$ cat src/inc/oca_pkg.sv
// oca_pkg: constants shared by the character attribute decoder files
// assumes a single 40 MHz clock and a plain strobe register port
package oca_pkg;
  // ==========================================================
  // register port
  localparam int REG_AW = 4;
  localparam int REG_DW = 16;
  localparam logic [3:0] ADDR_CTRL = 4'h0;
  localparam logic [3:0] ADDR_TEXT_PTR = 4'h1;
  localparam logic [3:0] ADDR_STATUS = 4'h2;
  localparam logic [3:0] ADDR_CHAR_BASE = 4'h3;
  localparam logic [15:0] CTRL_RESET = 16'h0000;
  localparam logic [15:0] TEXT_PTR_RESET = 16'h0000;
  // control fields
  localparam int CTL_OSD_EN = 0;
  localparam int CTL_MODE_CSET = 1;
  localparam int CTL_PRIO = 2;
  localparam int CTL_WIDTH10 = 3;
  localparam int CTL_HEIGHT_LO = 4;
  localparam int CTL_GO = 6;
  localparam logic [1:0] HEIGHT_8 = 2'h0;
  localparam logic [1:0] HEIGHT_10 = 2'h1;
  localparam logic [1:0] HEIGHT_13 = 2'h2;
  localparam logic [3:0] UNDERLINE_SCAN = 4'hc;
  // ==========================================================
  // geometry
  localparam logic [3:0] PIX_W8 = 4'h8;
  localparam logic [3:0] PIX_W10 = 4'ha;
  localparam int CODE_W = 10;
  localparam int SCAN_W = 4;
  localparam int FONT_AW = CODE_W + SCAN_W;
  localparam int FONT_DW = 10;
  // ==========================================================
  // overlay text codes
  localparam logic [7:0] CODE_UL_ON = 8'h01;
  localparam logic [7:0] CODE_UL_OFF = 8'h02;
  localparam logic [7:0] CODE_FL_ON = 8'h03;
  localparam logic [7:0] CODE_FL_OFF = 8'h04;
  localparam logic [7:0] CODE_IT_ON = 8'h05;
  localparam logic [7:0] CODE_IT_OFF = 8'h06;
  localparam logic [7:0] CODE_TRANSP = 8'h07;
  localparam logic [7:0] CODE_SHADOW = 8'h08;
  localparam logic [7:0] CODE_END = 8'h0c;
  localparam logic [7:0] LINE_TERMINATE_CODE = 8'h0d;
  localparam logic [7:0] CODE_CHAR_MIN = 8'h0e;
  localparam logic [7:0] CODE_CTRL_MIN = 8'h80;
  localparam int CC_LATCH = 6;
  localparam int CC_WHITE_TRANSP = 6;
  localparam logic [2:0] RGB_WHITE = 3'h7;
  // ==========================================================
  // line buffer entry
  localparam int ENT_W = 22;
  typedef struct packed {
    logic underline;
    logic flash;
    logic italic;
    logic transp;
    logic shadow;
    logic white_transp;
    logic [2:0] fg;
    logic [2:0] bg;
    logic [CODE_W-1:0] code;
  } oca_entry_s;
  typedef enum logic [2:0] {OS_IDLE, OS_REQ, OS_DEC, OS_DONE} oca_osd_e;
  typedef enum logic [1:0] {FS_IDLE, FS_A, FS_B, FS_LOAD} oca_fetch_e;
endpackage : oca_pkg

$ cat src/inc/oca_buf_if.sv
// oca_buf_if: write and read port of the overlay line buffer
// assumes both ends run on ref_clk
`timescale 1ns/1ps
`default_nettype none
interface oca_buf_if #(parameter int AW = 6);
  logic wr_en;
  logic [AW-1:0] wr_addr;
  oca_pkg::oca_entry_s wr_data;
  logic [AW-1:0] rd_addr;
  oca_pkg::oca_entry_s rd_data;
  modport ctl (output wr_en, output wr_addr, output wr_data, output rd_addr, input rd_data);
  modport mem (input wr_en, input wr_addr, input wr_data, input rd_addr, output rd_data);
endinterface : oca_buf_if
`default_nettype wire

$ cat src/verilog/oca_line_buf.sv
// oca_line_buf: decoded overlay characters of one text line
// assumes one clock; read data appear one cycle after the address
`timescale 1ns/1ps
`default_nettype none
module oca_line_buf #(
  parameter int AW = 6
) (
  input wire logic ref_clk,
  oca_buf_if.mem bus
);
  // ==========================================================
  // storage
  oca_pkg::oca_entry_s mem_r [0:(1<<AW)-1];
  oca_pkg::oca_entry_s rd_r;

  // write port and registered read port
  always_ff @(posedge ref_clk) begin
    if (bus.wr_en) begin
      mem_r[bus.wr_addr] <= bus.wr_data;
    end
    rd_r <= mem_r[bus.rd_addr];
  end

  assign bus.rd_data = rd_r;
endmodule : oca_line_buf
`default_nettype wire

$ cat src/verilog/oca_top.sv
// oca_top: four-colour character rendering and overlay text decoder
// assumes synchronous inputs, pix_en one cycle per pixel, one-cycle dma_ack
//
// Functional notes
// - colour-mode attribute set enables four-colour until cleared or row end.
// - four-colour mode is forced off at every row start.
// - four-colour character pixels carry two bits from two font planes.
// - even code n takes its second plane from entry n plus one.
// - odd code uses the same font entry for both planes.
// - 00 bg, 10 fg, 01 bg xor 8, 11 fg xor 8.
// - foreground flag comes from the first plane only.
// - overlay text and attributes are fetched by DMA reads.
// - overlay colours may take priority over teletext colours.
// - text read from pointer; 0Eh to 7Fh characters, 80h and up control.
// - after a control code one further read fetches the character.
// - 01/02 underline (13 lines only), 03/04 flash, 05/06 italics.
// - 07 makes layer transparent; 08 transparent with contrast reduced.
// - codes 0E to 7F are displayed as font characters.
// - overlay mode selects colour or character-set meaning of control codes.
// - colour code: bits 0-2 fg, 3-5 bg, bit 6 white transparent.
// - charset code: bits 0-2 give code bits 7-9, bit 6 latches.
// - cells 8 or 10 wide, 8, 10 or 13 tall, pixel rate enable.
`timescale 1ns/1ps
`default_nettype none
module oca_top #(
  parameter int BUF_AW = 6,
  parameter int DMA_AW = 16
) (
  input wire logic ref_clk,
  input wire logic reset,
  input wire logic [3:0] reg_addr,
  input wire logic [15:0] reg_wdata,
  input wire logic reg_wr,
  input wire logic reg_rd,
  output logic [15:0] reg_rdata,
  input wire logic pix_en,
  input wire logic row_start,
  input wire logic frame_start,
  input wire logic [3:0] scanline,
  input wire logic ttx_char_strobe,
  input wire logic [9:0] ttx_char_code,
  input wire logic [3:0] ttx_fg,
  input wire logic [3:0] ttx_bg,
  input wire logic ttx_cm_set,
  input wire logic ttx_cm_clr,
  output logic font_rd,
  output logic [13:0] font_addr,
  input wire logic [9:0] font_rdata,
  output logic dma_req,
  output logic [15:0] dma_addr,
  input wire logic dma_ack,
  input wire logic [7:0] dma_rdata,
  input wire logic [5:0] osd_rd_addr,
  input wire logic osd_font_bit,
  input wire logic flash_phase,
  output logic [3:0] pix_color,
  output logic pix_fg,
  output logic pix_osd,
  output logic pix_dim,
  output logic pix_italic
);
  // ==========================================================
  // helpers
  function automatic logic [3:0] four_col(input logic a, input logic b, input logic [3:0] fg,
                                          input logic [3:0] bg);
    logic [3:0] base;
    base = a ? fg : bg;
    four_col = b ? (base ^ 4'h8) : base;
  endfunction : four_col

  function automatic logic [3:0] cell_width(input logic w10);
    cell_width = w10 ? oca_pkg::PIX_W10 : oca_pkg::PIX_W8;
  endfunction : cell_width

  // ==========================================================
  // register port
  logic [15:0] ctrl_r, ctrl_nxt;
  logic [15:0] tptr_r, tptr_nxt;
  logic [15:0] rdata_r, rdata_nxt;
  logic go_pulse;
  logic end_seen_r, end_seen_nxt;
  logic [5:0] line_cnt_r, line_cnt_nxt;
  logic [BUF_AW-1:0] col_r, col_nxt;
  oca_pkg::oca_osd_e os_r, os_nxt;
  logic cm_r, cm_nxt;
  logic [2:0] cs_latch_r, cs_latch_nxt;

  assign go_pulse = reg_wr && (reg_addr == oca_pkg::ADDR_CTRL) && reg_wdata[oca_pkg::CTL_GO];

  // register writes and read mux
  always_comb begin
    ctrl_nxt = ctrl_r;
    tptr_nxt = tptr_r;
    rdata_nxt = 16'h0000;
    if (reg_wr) begin
      unique case (reg_addr)
        oca_pkg::ADDR_CTRL: ctrl_nxt = reg_wdata & ~(16'h0001 << oca_pkg::CTL_GO);
        oca_pkg::ADDR_TEXT_PTR: tptr_nxt = reg_wdata;
        default: ;
      endcase
    end
    if (reg_rd) begin
      unique case (reg_addr)
        oca_pkg::ADDR_CTRL: rdata_nxt = ctrl_r;
        oca_pkg::ADDR_TEXT_PTR: rdata_nxt = tptr_r;
        oca_pkg::ADDR_STATUS: rdata_nxt = {cm_r, end_seen_r, 2'(os_r), line_cnt_r, 6'(col_r)};
        oca_pkg::ADDR_CHAR_BASE: rdata_nxt = {13'h0000, cs_latch_r};
        default: rdata_nxt = 16'h0000;
      endcase
    end
  end

  always_ff @(posedge ref_clk) begin
    if (reset) begin
      ctrl_r <= oca_pkg::CTRL_RESET;
      tptr_r <= oca_pkg::TEXT_PTR_RESET;
      rdata_r <= 16'h0000;
    end else begin
      ctrl_r <= ctrl_nxt;
      tptr_r <= tptr_nxt;
      rdata_r <= rdata_nxt;
    end
  end
  assign reg_rdata = rdata_r;

  // ==========================================================
  // four-colour attribute and font fetch
  oca_pkg::oca_fetch_e fs_r, fs_nxt;
  logic [9:0] code_r, code_nxt;
  logic [3:0] fg_r, fg_nxt, bg_r, bg_nxt;
  logic char_cm_r, char_cm_nxt;
  logic [9:0] plane_a_r, plane_a_nxt, plane_b_r, plane_b_nxt;
  logic [9:0] shift_a_r, shift_a_nxt, shift_b_r, shift_b_nxt;
  logic [3:0] pix_cnt_r, pix_cnt_nxt;
  logic font_rd_r, font_rd_nxt;
  logic [13:0] font_addr_r, font_addr_nxt;

  // mode flag, fetch sequence and pixel shifters
  always_comb begin
    cm_nxt = cm_r;
    if (ttx_cm_set) cm_nxt = 1'b1;
    if (ttx_cm_clr) cm_nxt = 1'b0;
    if (row_start) cm_nxt = 1'b0;
    fs_nxt = fs_r;
    code_nxt = code_r;
    fg_nxt = fg_r;
    bg_nxt = bg_r;
    char_cm_nxt = char_cm_r;
    plane_a_nxt = plane_a_r;
    plane_b_nxt = plane_b_r;
    shift_a_nxt = shift_a_r;
    shift_b_nxt = shift_b_r;
    pix_cnt_nxt = pix_cnt_r;
    font_rd_nxt = 1'b0;
    font_addr_nxt = font_addr_r;
    if (pix_en && pix_cnt_r != 4'h0) begin
      shift_a_nxt = {shift_a_r[8:0], 1'b0};
      shift_b_nxt = {shift_b_r[8:0], 1'b0};
      pix_cnt_nxt = pix_cnt_r - 4'h1;
    end
    unique case (fs_r)
      oca_pkg::FS_IDLE: if (ttx_char_strobe) begin
        code_nxt = ttx_char_code;
        fg_nxt = ttx_fg;
        bg_nxt = ttx_bg;
        char_cm_nxt = (cm_r || ttx_cm_set) && !ttx_cm_clr && !row_start;
        font_rd_nxt = 1'b1;
        font_addr_nxt = {ttx_char_code, scanline};
        fs_nxt = oca_pkg::FS_A;
      end
      oca_pkg::FS_A: begin
        font_rd_nxt = 1'b1;
        font_addr_nxt = {code_r | 10'h001, scanline};
        fs_nxt = oca_pkg::FS_B;
      end
      oca_pkg::FS_B: begin
        plane_a_nxt = font_rdata;
        fs_nxt = oca_pkg::FS_LOAD;
      end
      oca_pkg::FS_LOAD: begin
        plane_b_nxt = font_rdata;
        shift_a_nxt = plane_a_r;
        shift_b_nxt = char_cm_r ? font_rdata : 10'h000;
        pix_cnt_nxt = cell_width(ctrl_r[oca_pkg::CTL_WIDTH10]);
        fs_nxt = oca_pkg::FS_IDLE;
      end
    endcase
  end

  always_ff @(posedge ref_clk) begin
    if (reset) begin
      cm_r <= 1'b0;
      fs_r <= oca_pkg::FS_IDLE;
      code_r <= 10'h000;
      fg_r <= 4'h0;
      bg_r <= 4'h0;
      char_cm_r <= 1'b0;
      plane_a_r <= 10'h000;
      plane_b_r <= 10'h000;
      shift_a_r <= 10'h000;
      shift_b_r <= 10'h000;
      pix_cnt_r <= 4'h0;
      font_rd_r <= 1'b0;
      font_addr_r <= 14'h0000;
    end else begin
      cm_r <= cm_nxt;
      fs_r <= fs_nxt;
      code_r <= code_nxt;
      fg_r <= fg_nxt;
      bg_r <= bg_nxt;
      char_cm_r <= char_cm_nxt;
      plane_a_r <= plane_a_nxt;
      plane_b_r <= plane_b_nxt;
      shift_a_r <= shift_a_nxt;
      shift_b_r <= shift_b_nxt;
      pix_cnt_r <= pix_cnt_nxt;
      font_rd_r <= font_rd_nxt;
      font_addr_r <= font_addr_nxt;
    end
  end
  assign font_rd = font_rd_r;
  assign font_addr = font_addr_r;

  // ==========================================================
  // overlay text fetch and decode
  oca_buf_if #(.AW(BUF_AW)) buf_bus ();
  oca_pkg::oca_entry_s attr_r, attr_nxt;
  logic [2:0] cs_once_r, cs_once_nxt;
  logic cs_once_v_r, cs_once_v_nxt;
  logic [15:0] dptr_r, dptr_nxt;
  logic dma_req_r, dma_req_nxt;
  logic [7:0] byte_r, byte_nxt;
  logic wr_en_r, wr_en_nxt;
  logic [BUF_AW-1:0] wr_addr_r, wr_addr_nxt;
  oca_pkg::oca_entry_s wr_data_r, wr_data_nxt;

  // dma request, byte decode and line buffer writes
  always_comb begin
    os_nxt = os_r;
    attr_nxt = attr_r;
    cs_latch_nxt = cs_latch_r;
    cs_once_nxt = cs_once_r;
    cs_once_v_nxt = cs_once_v_r;
    dptr_nxt = dptr_r;
    byte_nxt = byte_r;
    col_nxt = col_r;
    line_cnt_nxt = line_cnt_r;
    end_seen_nxt = end_seen_r;
    wr_en_nxt = 1'b0;
    wr_addr_nxt = wr_addr_r;
    wr_data_nxt = wr_data_r;
    unique case (os_r)
      oca_pkg::OS_IDLE: ;
      oca_pkg::OS_REQ: if (dma_ack) begin
        byte_nxt = dma_rdata;
        dptr_nxt = dptr_r + 16'h0001;
        os_nxt = oca_pkg::OS_DEC;
      end
      oca_pkg::OS_DEC: begin
        os_nxt = oca_pkg::OS_REQ;
        if (byte_r >= oca_pkg::CODE_CTRL_MIN) begin
          if (ctrl_r[oca_pkg::CTL_MODE_CSET]) begin
            if (byte_r[oca_pkg::CC_LATCH]) cs_latch_nxt = byte_r[2:0];
            cs_once_nxt = byte_r[2:0];
            cs_once_v_nxt = 1'b1;
          end else begin
            attr_nxt.fg = byte_r[2:0];
            attr_nxt.bg = byte_r[5:3];
            attr_nxt.white_transp = byte_r[oca_pkg::CC_WHITE_TRANSP];
          end
        end else if (byte_r >= oca_pkg::CODE_CHAR_MIN) begin
          wr_en_nxt = 1'b1;
          wr_addr_nxt = col_r;
          wr_data_nxt = attr_r;
          wr_data_nxt.code = {cs_once_v_r ? cs_once_r : cs_latch_r, byte_r[6:0]};
          cs_once_v_nxt = 1'b0;
          if (col_r != {BUF_AW{1'b1}}) col_nxt = col_r + 1'b1;
        end else begin
          unique case (byte_r)
            oca_pkg::CODE_UL_ON: attr_nxt.underline = 1'b1;
            oca_pkg::CODE_UL_OFF: attr_nxt.underline = 1'b0;
            oca_pkg::CODE_FL_ON: attr_nxt.flash = 1'b1;
            oca_pkg::CODE_FL_OFF: attr_nxt.flash = 1'b0;
            oca_pkg::CODE_IT_ON: attr_nxt.italic = 1'b1;
            oca_pkg::CODE_IT_OFF: attr_nxt.italic = 1'b0;
            oca_pkg::CODE_TRANSP: attr_nxt.transp = 1'b1;
            oca_pkg::CODE_SHADOW: attr_nxt.shadow = 1'b1;
            oca_pkg::CODE_END: begin
              end_seen_nxt = 1'b1;
              os_nxt = oca_pkg::OS_DONE;
            end
            oca_pkg::LINE_TERMINATE_CODE: begin
              col_nxt = '0;
              line_cnt_nxt = line_cnt_r + 6'h01;
            end
            default: ;
          endcase
        end
      end
      oca_pkg::OS_DONE: ;
      default: os_nxt = oca_pkg::OS_IDLE;
    endcase
    if ((go_pulse || frame_start) && ctrl_r[oca_pkg::CTL_OSD_EN]) begin
      os_nxt = oca_pkg::OS_REQ;
      dptr_nxt = tptr_r;
      col_nxt = '0;
      line_cnt_nxt = 6'h00;
      end_seen_nxt = 1'b0;
      attr_nxt = '0;
      cs_once_v_nxt = 1'b0;
    end
    dma_req_nxt = (os_nxt == oca_pkg::OS_REQ);
  end

  always_ff @(posedge ref_clk) begin
    if (reset) begin
      os_r <= oca_pkg::OS_IDLE;
      dma_req_r <= 1'b0;
      attr_r <= '0;
      cs_latch_r <= 3'h0;
      cs_once_r <= 3'h0;
      cs_once_v_r <= 1'b0;
      dptr_r <= 16'h0000;
      byte_r <= 8'h00;
      col_r <= '0;
      line_cnt_r <= 6'h00;
      end_seen_r <= 1'b0;
      wr_en_r <= 1'b0;
      wr_addr_r <= '0;
      wr_data_r <= '0;
    end else begin
      os_r <= os_nxt;
      dma_req_r <= dma_req_nxt;
      attr_r <= attr_nxt;
      cs_latch_r <= cs_latch_nxt;
      cs_once_r <= cs_once_nxt;
      cs_once_v_r <= cs_once_v_nxt;
      dptr_r <= dptr_nxt;
      byte_r <= byte_nxt;
      col_r <= col_nxt;
      line_cnt_r <= line_cnt_nxt;
      end_seen_r <= end_seen_nxt;
      wr_en_r <= wr_en_nxt;
      wr_addr_r <= wr_addr_nxt;
      wr_data_r <= wr_data_nxt;
    end
  end
  assign dma_req = dma_req_r;
  assign dma_addr = dptr_r;

  assign buf_bus.wr_en = wr_en_r;
  assign buf_bus.wr_addr = wr_addr_r;
  assign buf_bus.wr_data = wr_data_r;
  assign buf_bus.rd_addr = osd_rd_addr[BUF_AW-1:0];

  oca_line_buf #(.AW(BUF_AW)) u_buf (
    .ref_clk(ref_clk),
    .bus(buf_bus.mem)
  );

  // ==========================================================
  // pixel colour and layer priority
  logic [3:0] color_r, color_nxt;
  logic fg_out_r, fg_out_nxt, osd_out_r, osd_out_nxt, dim_r, dim_nxt, ital_r, ital_nxt;
  oca_pkg::oca_entry_s oa;
  logic o_bit;
  logic [2:0] o_rgb;
  logic o_show;

  always_comb begin
    oa = buf_bus.rd_data;
    o_bit = osd_font_bit && !(oa.flash && flash_phase);
    if (oa.underline && ctrl_r[5:4] == oca_pkg::HEIGHT_13 && scanline == oca_pkg::UNDERLINE_SCAN) begin
      o_bit = 1'b1;
    end
    o_rgb = o_bit ? oa.fg : oa.bg;
    o_show = ctrl_r[oca_pkg::CTL_OSD_EN] && !oa.transp && !oa.shadow
             && !(oa.white_transp && o_rgb == oca_pkg::RGB_WHITE);
    color_nxt = color_r;
    fg_out_nxt = fg_out_r;
    osd_out_nxt = osd_out_r;
    dim_nxt = dim_r;
    ital_nxt = ital_r;
    if (pix_en) begin
      color_nxt = four_col(shift_a_r[9], shift_b_r[9], fg_r, bg_r);
      fg_out_nxt = shift_a_r[9];
      osd_out_nxt = 1'b0;
      dim_nxt = ctrl_r[oca_pkg::CTL_OSD_EN] && oa.shadow;
      ital_nxt = 1'b0;
      if (ctrl_r[oca_pkg::CTL_PRIO] && o_show) begin
        color_nxt = {1'b0, o_rgb};
        fg_out_nxt = o_bit;
        osd_out_nxt = 1'b1;
        ital_nxt = oa.italic;
      end
    end
  end

  always_ff @(posedge ref_clk) begin
    if (reset) begin
      color_r <= 4'h0;
      fg_out_r <= 1'b0;
      osd_out_r <= 1'b0;
      dim_r <= 1'b0;
      ital_r <= 1'b0;
    end else begin
      color_r <= color_nxt;
      fg_out_r <= fg_out_nxt;
      osd_out_r <= osd_out_nxt;
      dim_r <= dim_nxt;
      ital_r <= ital_nxt;
    end
  end
  assign pix_color = color_r;
  assign pix_fg = fg_out_r;
  assign pix_osd = osd_out_r;
  assign pix_dim = dim_r;
  assign pix_italic = ital_r;
endmodule : oca_top
`default_nettype wire

$ cat config.mk
export PLATFORM = sky130hd
export DESIGN_NAME = oca_top
export DESIGN_NICKNAME = d
export VERILOG_FILES = /design/src/inc/oca_pkg.sv /design/src/inc/oca_buf_if.sv /design/src/verilog/oca_line_buf.sv /design/src/verilog/oca_top.sv
export SDC_FILE = /design/constraint.sdc
export NUM_CORES = 1
export LEC_CHECK = 0
export BUFFER_PORTS_ARGS = -buffer_cell sky130_fd_sc_hd__buf_2
export CORE_UTILIZATION = 45
export DETAILED_ROUTE_END_ITERATION = 8
export PLACE_DENSITY_LB_ADDON = 0.1
export SLEW_MARGIN = 10
export SYNTH_ARGS = -nofsm -noshare
export SYNTH_HDL_FRONTEND = slang
export SYNTH_SLANG_ARGS = --single-unit
$ cat constraint.sdc
create_clock -name ref_clk -period 3.3 [get_ports ref_clk]
set_clock_uncertainty 0.15 [all_clocks]
set_input_delay 0.33 -clock ref_clk [delete_from_list [all_inputs] [get_ports ref_clk]]
set_output_delay 0.33 -clock ref_clk [all_outputs]
set_load 0.01 [all_outputs]
Word-level counts from Yosys, hierarchy flattened. Memory sizes are Yosys's and may differ from the RTL's. A register that Yosys moved wholly into a read port is not among the register bits. Index checks and enable logic that the tools add are counted.

Memory bits (writable): 1408. Input port bits: 79. Memories: 1. Output and inout bits: 56. Latch bits: 0. ROM bits: 0. Register bits after elaboration: 215.

Reduce and logical (&&, ||, !) cells: 61. $lt $le $gt $ge: 2. Div/mod/pow operators: 0. Bitwise operators: 6. Multipliers: 0. Shift-type cells: 0. Add/sub/neg operators: 4. Equal/unequal tests: 27. Muxes and demuxes: 45.

Memory list: u_buf.mem_r (depth 64, width 22, read ports 1, clocked after memory_dff 1, write ports 1, line oca_line_buf.sv:13) `oca_pkg::oca_entry_s mem_r [0:(1<<AW)-1];`.

Operators by type and width (count): $pmux 16 s4 (1); $mux 10 (5); $mux 16 (3); $reduce_and 4->1 (9); $eq 8x3->1 const B (4); $pmux 14 s2 (1); $eq 8x4->1 const B (3); $mux 4 (5); $mux 6 (3); $reduce_bool 2->1 (9); $add 16x1->16 const B (1); $eq 8x2->1 const B (2); $logic_and 1x1->1 (16); $mux 14 (1); $add 6x1->6 const B (2); $mux 3 (4); $reduce_and 2->1 (6); $reduce_and 3->1 (4); $mux 1 (11); $mux 2 (5); $pmux 3 s3 (1); $eq 4x2->1 const B (2); $eq 8x1->1 const B (1); $ge 8x4->1 const B (1); other kinds (23) (45).

Longest topological paths before layout. Gate-level depths: netlist of the first run.

Word-level depth: 11. Gate-level depth with buffers: 10. Mapped depth without buffers: 7.

By module. From an unflattened synthesis of the first run, not the netlist that was laid out.

Cell total of the unflattened synthesis: 3370. Area total of the unflattened synthesis: 63055.5 sq um.

By module, submodules not included: oca_line_buf (area an instance 54335.9 sq um, cells an instance 2348, instances 1); oca_top (area an instance 8719.6 sq um, cells an instance 1022, instances 1).

Worst setup path before layout of the first run. Ideal clock, no wire load.

Path type: register -> register. Start: register wr_addr_r[5] (netlist: buf_bus.wr_addr[5]). End: memory u_buf.mem_r[32][10] (netlist bit) (enable). Data arrival time: 2.131 ns. Clock period less this slack: 2.694 ns. Path buffers: 1. Library setup time: 0.412 ns. Slack: 0.606 ns. Cell stages (with the launch flop): 5. Cell sequence: dfxtp_1 clkbuf_1 nor2b_1 nand3b_1 nor4_1.

RTL lines: start: declaration (line oca_top.sv:234) `logic [BUF_AW-1:0] wr_addr_r, wr_addr_nxt;`; start signal: assignment (line oca_top.sv:344) `wr_addr_r <= wr_addr_nxt;`; end: declaration (line oca_line_buf.sv:13).

Straight into the memory's write port.

Final worst setup path of the first run.
Start: register wr_addr_r[1] (netlist: buf_bus.wr_addr[1]). End: memory u_buf.mem_r[30][17] (netlist bit) (enable).

Straight into the memory's write port.

==> results of run 1 <==
[synth_stat cells, types with 5 or more instances]
cell and n:
buf_2 22, edfxtp_1 768, nand3b_1 12, nand2b_1 23
nand2_1 184, a21boi_0 9, nand3_1 30, nor2b_1 25
buf_6 5, a22oi_1 9, mux4_2 182, nor3_1 18
xor2_1 8, a31oi_1 5, xnor2_1 16, a21oi_1 117
buf_4 23, nand4_1 12, a211oi_1 48, mux2i_1 124
nor2_1 191, a22o_1 9, and2_1 6, buf_1 11
clkbuf_1 85, a311oi_1 18, o21ai_0 30, o22ai_1 27
inv_1 14, dfxtp_1 212, o221ai_1 9, mux2_2 14
ha_1 9, and3_1 8
[final timing paths]
kind / from / end
setup / recovery: buf_bus.wr_addr[1] / u_buf.mem_r[30][17]
hold / removal: reg_addr[0] / reg_rdata[7]
setup reg to reg: buf_bus.wr_addr[1] / u_buf.mem_r[30][17]
hold reg to reg: attr_r[18] / attr_r[18]
[worst register-to-register path, delay by kind of cell, from the launching register on]
family,cells,cell delay (ns)
simple gates,3,1.02
buf+inv,1,0.28
flops,1,0.72
[per-stage QoR]
stage	cell area (sq um)	worst slack, ns	util [%]	total power [mW]
after CTS	45200	0.8048	53.83	27.36
after global routing	45200	0.6259	53.83	28.02
after global placement	41140	0.4766	49.00	15.67
final	45200	0.7954	53.83	27.12
after detailed placement	41140	0.4886	49.00	15.72
after floorplan	38350	0.6062	-	15.04
[area by class of cell]
class	count	area, sq um	share of cell area, %
clock buffers	134	2816	6.232
clock inverters	61	601.8	1.332
inverters	14	52.55	0.1163
multi-input cells	1203	10360	22.93
flip-flops and latches	980	27320	60.45
well taps	1134	1419	3.139
repair buffers	353	2624	5.805
[flip-flops by register name, summed over array words and instances, names as in the netlist, 4 cells and up]
signal	flops
bg_r	4
buf_bus.wr_addr	6
u_buf.bus.rd_data	12
reg_rdata	16
buf_bus.wr_data	12
fg_r	4
plane_a_r	10
code_r	9
dma_addr	16
byte_r	8
line_cnt_r	6
ctrl_r	15
shift_b_r	10
col_r	6
pix_color	4
font_addr	14
pix_cnt_r	4
u_buf.mem_r	768
shift_a_r	10
tptr_r	16
attr_r	12
[what timing repair did]
action / 4_1_cts / 5_1_grt
endpoints found under the hold margin: 113 / 0
buffers inserted: 0 / 0
hold buffers: 64 / 0
[cells by family (layout without fill, tap and decap cells)]
| group | count (synthesis) | count (layout) | synth area share (%) |
|---|---|---|---|
| muxes | 320 | 320 | 14.34 |
| adders and majority gates | 9 | 9 | 0.2936 |
| xor gates and xnor gates | 24 | 24 | 0.5481 |
| other | 1 | 1 | 0.009778 |
| and+or+nand+nor | 537 | 537 | 6.385 |
| AOI/OAI and AO/OA | 312 | 312 | 5.266 |
| buffers and inverters | 160 | 562 | 1.961 |
| DFF | 980 | 980 | 71.20 |
[metal layers]
metal	vias up	routed length (microns)	GRT usage (%)	part of all wire, %
met5	-	0	0	0
met2	653	48020	37.89	49
met1	11310	42380	31.70	43
met4	0	2446	6.148	2.5
li1	9762	-	-	-
met3	149	5055	3.369	5.2
[where the power goes]
| part | leakage, nW | switching, mW | total (mW) | internal [mW] |
|---|---|---|---|---|
| Clock | 1.69 | 4.86 | 11.6 | 6.75 |
| Combinational | 4.76 | 1.12 | 1.96 | 0.841 |
| Sequential | 8.84 | 0.183 | 13.6 | 13.4 |
==> qor.yml, run 1 <==
maxCapViolCount: 0
wl_per_cell_microns: 25.24
antenna_found_initial: 0
num_vias: 21870
period_minus_slack_ns: 2.505
path_cells: "nor2b_1, nand3_1, nor2_1, buf_4"
syn_nets: 2431
area_delta_synth_final_pct: 17.85
first_pass_iters: 5
critPathKind: "register to register"
viasPerCell: 5.638
hold_class: "input pin to register"
slew_headroom_pct: 18.61
final_common_cell: "edfxtp_1"
yosys.area.top_type_share_pct: 60.14
gp_congestion: 0.8420
outcome: "completed"
numCtsBuffers: 104
post-place-cells: 3620
synthTopCellsByArea: "edfxtp_1 (60%), dfxtp_1 (11%), mux4_2 (11%)"
report.final.slew_viol_count: 0
cts_buffer_depth: 3
drtIter0Drc: 1657
post-route-drc-count: 0
overflow: 0
setup_tns_ns: 0
clkSlewWorstSetupHoldPaths_ns: 0.06
slowest_stage: "dfxtp_1"
worstPathArrival_ns: 2.70
path_depth: 4
layout-drive-gt1-share_pct: 24.52
num_rows: 106
io_pins: 135
crit_family: "simple AND/OR/NAND/NOR gates"
numPortBuffers: 134
cts.sinks: 980
synth.avg_cell_area_sq_um: 16.37
leakagePower_nw: 15.29
yosysUniqueCellTypes: 66
grt.total_usage_pct: 22.90
netlist_instances: 2343
reg2reg_depth: 4
num_antenna_cells: 0
ys_seq_elements: 980
grt_max_degree: 67
grt_first_pass_wirelength_microns: 145600
h-tree-depth: 3
setup_viol: 0
core_sq_mm: 0.08395
holdPathStages: 4
required_ns: 3.50
fin_nets: 2744
die_area_sq_mm: 0.08639
yosys_warnings: 0
peakVddDrop_v: 0.0004582
max_stage_delay_ns: 0.72
finalNonFillerCells: 3879
root_buffer: "clkbuf_16"
antenna_left: 0
crit_fanout: 12
end_kind: "register"
syn_area_sq_mm: 0.03835
wirelength_microns: 97900
rsz0062_at_grt: "false"
critical_path.startpoint_type: "register"
fillCellCount: 6769
dp_hpwl_microns: 62840
p_per_area_mw_per_mm2: 600.2
final_cell_mix: "edfxtp_1 (768), dfxtp_1 (200), nor2_1 (191)"
yosysTopAreaCell: "edfxtp_1"
async_reset_ff_share_pct: 0
synth_edf_count: 768
first_global_vias: 22370
fp.dieH_microns: 293.9
die_w_microns: 293.9
start_util_pct: 45.68
crit_buf_inv: 1
synth_seq_area_share_pct: 71.20
fin_crit_sh_pct: 75.90
hold_viol_final: 0
reg2reg_setup_slack_ns: 0.80
fmax_ghz: 0.3993
holdWs_ns: 0.05123
synth_flop_cell: "edfxtp_1"
cts_tree: "done"
post_cts_resized: 0
insertion_delay_ns: 0.68
worst_pin_slew_ns: 1.221
Note: power is estimated with default switching activity, not from simulation.
==> run 2, diff against run 1 <==
--- a/config.mk
+++ b/config.mk
@@ -5,6 +5,7 @@
 export SDC_FILE = /design/constraint.sdc
 export NUM_CORES = 1
 export LEC_CHECK = 0
+export ABC_AREA = 1
 export BUFFER_PORTS_ARGS = -buffer_cell sky130_fd_sc_hd__buf_2
 export CORE_UTILIZATION = 45
 export DETAILED_ROUTE_END_ITERATION = 8
==> constraint.sdc (replaced) <==
create_clock -name ref_clk -period 2.47 [get_ports ref_clk]
set_clock_uncertainty 0.15 [all_clocks]
set_input_delay 0.247 -clock ref_clk [delete_from_list [all_inputs] [get_ports ref_clk]]
set_output_delay 0.247 -clock ref_clk [all_outputs]
set_load 0.01 [all_outputs]
==> qor.yml, run 2 <==
wl_per_cell_microns: 23.01  # -8.8%
antenna_found_initial: 1  # +1
post-route-drc-count: 0  # unchanged
gp_congestion: 0.8671  # +3.0%
viasPerCell: 5.692  # +0.97%
holdPathStages: 5  # +1
numPortBuffers: 134  # unchanged
core_sq_mm: 0.08541  # +1.7%
fmax_ghz: 0.4600  # +15%
reg2reg_setup_slack_ns: 0.30  # -0.50 ns
num_antenna_cells: 0  # unchanged
cts_tree: "done"
peakVddDrop_v: 0.0005466  # +19%
post-cts-setup-buffer-count: 0  # unchanged
num_vias: 27340  # +25%
yosys.area.top_type_share_pct: 59.33  # -0.80 points
leakagePower_nw: 17.31  # +13%
grt_max_degree: 94  # +40%
hold_class: "input pin to register"
largest_register_ff_count: 768  # unchanged
critical_path.startpoint_type: "register"
cts.sinks: 980  # unchanged
r2r-start: "buf_bus.wr_addr[2]"
ys_seq_elements: 980  # unchanged
num_rows: 107  # +0.94%
antenna_left: 0  # unchanged
io_pins: 135  # unchanged
outcome: "completed"
hold_viol_final: 0  # unchanged
yosysTopAreaCell: "edfxtp_1"
worst_pin_slew_ns: 0.8670  # -0.3539 ns
fin_nets: 3660  # +33%
fp.dieH_microns: 295.9  # +0.67%
h-tree-depth: 3  # unchanged
wirelength_microns: 110500  # +13%
p_per_area_mw_per_mm2: 823.5  # +37%
die_area_sq_mm: 0.08755  # +1.3%
root_buffer: "clkbuf_16"
worstPathArrival_ns: 2.37  # -0.33 ns
synth_edf_count: 768  # unchanged
postLayoutCoreUtil_pct: 53.70  # -0.13 points
crit_fanout: 11  # -1
report.final.slew_viol_count: 0  # unchanged
setup_tns_ns: 0  # unchanged
first_global_vias: 26420  # +18%
cts_buffer_depth: 3  # unchanged
first_pass_iters: 5  # unchanged
path_cells: "inv_1, nor3_1, nand2_1, nor2_1, buf_4"
synth_seq_area_share_pct: 70.25  # -0.95 points
grt_first_pass_wirelength_microns: 164800  # +13%
die_w_microns: 295.9  # +0.67%
yosys_warnings: 0  # unchanged
netlist_instances: 3314  # +41%
reg2reg_depth: 5  # +1
required_ns: 2.67  # -0.83 ns
start_util_pct: 45.51  # -0.18 points
min_from: "frame_start"
period_minus_slack_ns: 2.174  # -0.3306 ns
yosysMostFrequentCell: "edfxtp_1"
fin_crit_sh_pct: 88.02  # +12 points
min_delay_worst_endpoint: "os_r[1]"
slew_headroom_pct: 42.20  # +24 points
synth_flop_cell: "edfxtp_1"
max_stage_delay_ns: 0.40  # -0.32 ns
layout-drive-gt1-share_pct: 13.83  # -11 points
slowest_stage: "dfxtp_1"
synth.avg_cell_area_sq_um: 11.73  # -28%
numCtsBuffers: 101  # -2.9%
clkSlewWorstSetupHoldPaths_ns: 0.06  # about the same
synthTopCellsByArea: "edfxtp_1 (59%), dfxtp_1 (11%), o21ai_0 (6.2%)"
final_cell_mix: "edfxtp_1 (768), nor2_1 (583), o21ai_0 (479)"
area_delta_synth_final_pct: 18.01
yosysUniqueCellTypes: 51  # -23%
drtIter0Drc: 2564  # +55%
maxCapViolCount: 0  # unchanged
insertion_delay_ns: 0.65  # -0.03 ns
grt.total_usage_pct: 25.07  # +2.2 points
reg2reg_to: "u_buf.mem_r[28][20]"
overflow: 0  # unchanged
async_reset_ff_share_pct: 0  # unchanged
final_common_cell: "edfxtp_1"
synth_common_cells: "edfxtp_1 (768), nor2_1 (584), o21ai_0 (479)"
syn_nets: 3402  # +40%
end_kind: "register"
syn_area_sq_mm: 0.03887  # +1.4%
setup_viol: 0  # unchanged
top_register: "u_buf.mem_r"
rsz0062_at_grt: "false"
critPathKind: "register to register"
dp_hpwl_microns: 67960  # +8.1%
[run 2: changes by cell type after synthesis, moves of 40 or more]
cell and delta:
o21ai_0 +449, a211oi_1 -40, nor2_1 +393, inv_1 +152
o22ai_1 +98, o221ai_1 +80, nand3_1 +82, o211ai_1 +99
clkbuf_1 +48, mux2i_1 -121, mux4_2 -182
[run 2: critical path, delay by kind of cell (launching register included)]
| kind | cells | cell delay, ns |
|---|---|---|
| flops | 1 | 0.40 |
| buf+inv | 2 | 0.39 |
| simple gates | 3 | 0.93 |
[run 2: timing repair]
item | 4_1_cts | 5_1_grt
endpoints found under the setup margin | 0 | 3
resized for setup | 0 | 1
hold endpoints to repair | 121 | 0
hold buffers | 66 | 0
[run 2: worst max path at each step]
stage	startpoint	to	slack, ns	cells after the start
floorplan	buf_bus.wr_en	u_buf.mem_r[32][10]	0.53	3
global placement	osd_rd_addr[0]	u_buf.bus.rd_data[10]	0.02	10
detailed placement	osd_rd_addr[0]	u_buf.bus.rd_data[15]	-0.005	12
CTS	u_buf.bus.rd_data[21]	pix_fg	0.27	12
global route	u_buf.bus.rd_data[21]	pix_color[0]	0.09	12
finish	buf_bus.wr_addr[2]	u_buf.mem_r[28][20]	0.30	5
[run 2: cell type report]
class | instances | area, sq um
timing repair buffer | 372 | 2992
fill | 7377 | 39550
inverter | 177 | 679.4
multi-input combinational | 1940 | 9874
clock buffer | 131 | 2811
tap | 1144 | 1431
sequential | 980 | 27320
clock inverter | 59 | 759.5
[run 2: logic make-up (layout without fill, tap and decap cells)]
family / after synthesis / count (layout) / synth area share, %
other: 1 / 1 / 0.009648
muxes: 3 / 3 / 0.07726
adders and majority gates: 9 / 9 / 0.2897
buffers and inverters: 394 / 739 / 4.349
DFF: 980 / 980 / 70.25
xor gates and xnor gates: 12 / 12 / 0.2704
and+or+nand+nor: 941 / 941 / 10.00
AOI/OAI and AO/OA: 974 / 974 / 14.75
[run 2: layer usage]
layer  GRT usage [%]  vias to the layer above  routed length (microns)
li1                -                    12630                        -
met4           8.227                        0                     3086
met1           34.78                    13650                    47660
met2           41.11                      908                    53540
met5               0                        -                        0
met3           2.908                      156                     6226
[run 2: report_power, final]
| part | total [mW] | internal [mW] | switching (mW) | leakage, nW |
|---|---|---|---|---|
| registers | 18.3 | 18.0 | 0.271 | 10.2 |
| logic | 3.21 | 1.14 | 2.07 | 5.39 |
| clock network | 16.3 | 9.89 | 6.40 | 1.75 |
| total | 37.8 | 29.0 | 8.74 | 17.3 |
[run 2: stage by stage]
step / worst slack (ns) / total power, mW / cell area [sq um] / hold WS [ns] / cells
2_1_floorplan: 0.5315 / 20.62 / 38870 / 0.1878 / 3314
3_3_place_gp: 0.02079 / 21.64 / 41630 / 0.2862 / 4547
3_5_place_dp: -0.004879 / 21.71 / 41630 / 0.2934 / 4547
4_1_cts: 0.2669 / 37.98 / 45870 / 0.03778 / 4803
5_1_grt: 0.09485 / 39.01 / 45870 / 0.09004 / 4803
6_report: 0.2960 / 37.77 / 45870 / 0.06744 / 4803
==> run 3, diff against run 2 <==
--- a/config.mk
+++ b/config.mk
@@ -10,6 +10,7 @@
 export CORE_UTILIZATION = 45
 export DETAILED_ROUTE_END_ITERATION = 8
 export PLACE_DENSITY_LB_ADDON = 0.1
+export RECOVER_POWER = 100
 export SLEW_MARGIN = 10
 export SYNTH_ARGS = -nofsm -noshare
 export SYNTH_HDL_FRONTEND = slang
==> qor.yml, run 3 (synthesis gave the netlist of run 2 again) <==
min_from: "frame_start"
hold_class: "input pin to register"
slew_headroom_pct: -15.47  # -58 points
critPathKind: "register to register"
numCtsBuffers: 101  # unchanged
die_area_sq_mm: 0.08755  # unchanged
report.final.slew_viol_count: 299  # +299
critical_path.startpoint_type: "register"
viasPerCell: 5.707  # +0.26%
gp_congestion: 0.8671  # unchanged
wirelength_microns: 110700  # +0.17%
fp.dieH_microns: 295.9  # unchanged
cts.sinks: 980  # unchanged
grt_first_pass_wirelength_microns: 164800  # unchanged
first_pass_iters: 5  # unchanged
post-route-drc-count: 0  # unchanged
r2r-start: "buf_bus.wr_addr[0]"
setup_viol: 0  # unchanged
p_per_area_mw_per_mm2: 830.2  # +0.82%
grt_max_degree: 94  # unchanged
violations: "max-capacitance violations, max-slew violations"
leakagePower_nw: 16.91  # -2.3%
grt.total_usage_pct: 25.07  # unchanged
overflow: 0  # unchanged
reg2reg_to: "u_buf.mem_r[29][20]"
postLayoutCoreUtil_pct: 53.19  # -0.51 points
outcome: "finished with violations"
setup_tns_ns: 0  # unchanged
cts_tree: "done"
num_rows: 107  # unchanged
fin_total_pwr_mw: 37.72  # -0.14%
antenna_left: 0  # unchanged
final_common_cell: "edfxtp_1"
antenna_found_initial: 1  # unchanged
required_ns: 2.61  # -0.06 ns
area_delta_synth_final_pct: 16.88
num_vias: 27410  # +0.26%
wl_per_cell_microns: 23.05  # +0.17%
reg2reg_depth: 5  # unchanged
clkSlewWorstSetupHoldPaths_ns: 0.06  # about the same
start_util_pct: 45.51  # unchanged
rsz0062_at_grt: "false"
dp_slack_ns: -0.004879  # unchanged
cts_buffer_depth: 3  # unchanged
crit_fanout: 7  # -4
fin_nets: 3660  # unchanged
holdPathStages: 5  # unchanged
min_delay_worst_endpoint: "os_r[1]"
drtIter0Drc: 2615  # +2.0%
reg2reg_setup_slack_ns: 0.05  # -0.25 ns
worst_pin_slew_ns: 1.732  # +0.8650 ns
crit_path_start: "buf_bus.wr_addr[0]"
fmax_ghz: 0.4126  # -10%
dp_hpwl_microns: 67960  # unchanged
period_minus_slack_ns: 2.424  # +0.2495 ns
first_global_vias: 26420  # unchanged
end_kind: "register"
fin_crit_sh_pct: 98.12  # +10 points
hold_viol_final: 0  # unchanged
layout-drive-gt1-share_pct: 11.31  # -2.5 points
worstPathArrival_ns: 2.56  # +0.19 ns
final_cell_mix: "edfxtp_1 (768), nor2_1 (585), o21ai_0 (479)"
largest_register_ff_count: 768  # unchanged
io_pins: 135  # unchanged
worst_slack_ns: 0.04642  # -0.2495 ns
numPortBuffers: 134  # unchanged
h-tree-depth: 3  # unchanged
die_w_microns: 295.9  # unchanged
top_register: "u_buf.mem_r"
peakVddDrop_v: 0.0005315  # -2.8%
root_buffer: "clkbuf_16"
num_antenna_cells: 0  # unchanged
insertion_delay_ns: 0.65  # about the same
maxCapViolCount: 6  # +6
core_sq_mm: 0.08541  # unchanged
run 3: how the worst max path moves through the flow:
stage / endpoint / depth (start not counted)
floorplan: u_buf.mem_r[32][10] / 3
global placement: u_buf.bus.rd_data[10] / 10
detailed placement: u_buf.bus.rd_data[15] / 12
CTS: pix_fg / 12
global route: u_buf.mem_r[56][10] / 1
finish: u_buf.mem_r[29][20] / 5
run 3: worst max-delay path, stage by stage (launching register included):
cell and delay [ns]:
dfxtp_1 0.41, inv_1 0.13, nor3_1 0.29, nand2_1 0.41
nor2_1 0.24, clkbuf_1 0.42
run 3: what timing repair did:
action | 4_1_cts | 5_1_grt
gates resized for setup | 0 | 1
hold buffers | 66 | 0
setup buffers | 0 | 0
setup endpoints to repair | 0 | 3
endpoints found under the hold margin | 121 | 0
run 3: layout make-up:
| type | instances | area [sq um] |
|---|---|---|
| clock buffers | 131 | 2811 |
| clock inverters | 59 | 759.5 |
| fillers | 7488 | 39980 |
| inverters | 177 | 679.4 |
| multi-input cells | 1940 | 9849 |
| flip-flops and latches | 980 | 27310 |
| well taps | 1144 | 1431 |
| repair buffers | 372 | 2591 |
run 3: power by group:
part	internal, mW	switching [mW]	leakage [nW]	total (mW)
Clock	9.89	6.39	1.75	16.3
Sequential	18.0	0.276	10.2	18.3
Combinational	1.09	2.07	5.00	3.16
Total	29.0	8.74	16.9	37.7
run 3: metrics by stage:
stage / cells / hold WS [ns] / instance area (sq um)
after global placement: 4547 / 0.2862 / 41630
after global routing: 4803 / 0.09004 / 45430
after detailed placement: 4547 / 0.2934 / 41630
after floorplan: 3314 / 0.1878 / 38870
after CTS: 4803 / 0.03778 / 45870
final: 4803 / 0.05716 / 45430
run 3: metal layers:
layer	share of wire, %	global-route usage, %
met4	2.9	8.227
met2	48	41.11
met5	0	0
met3	5.7	2.908
met1	43	34.78
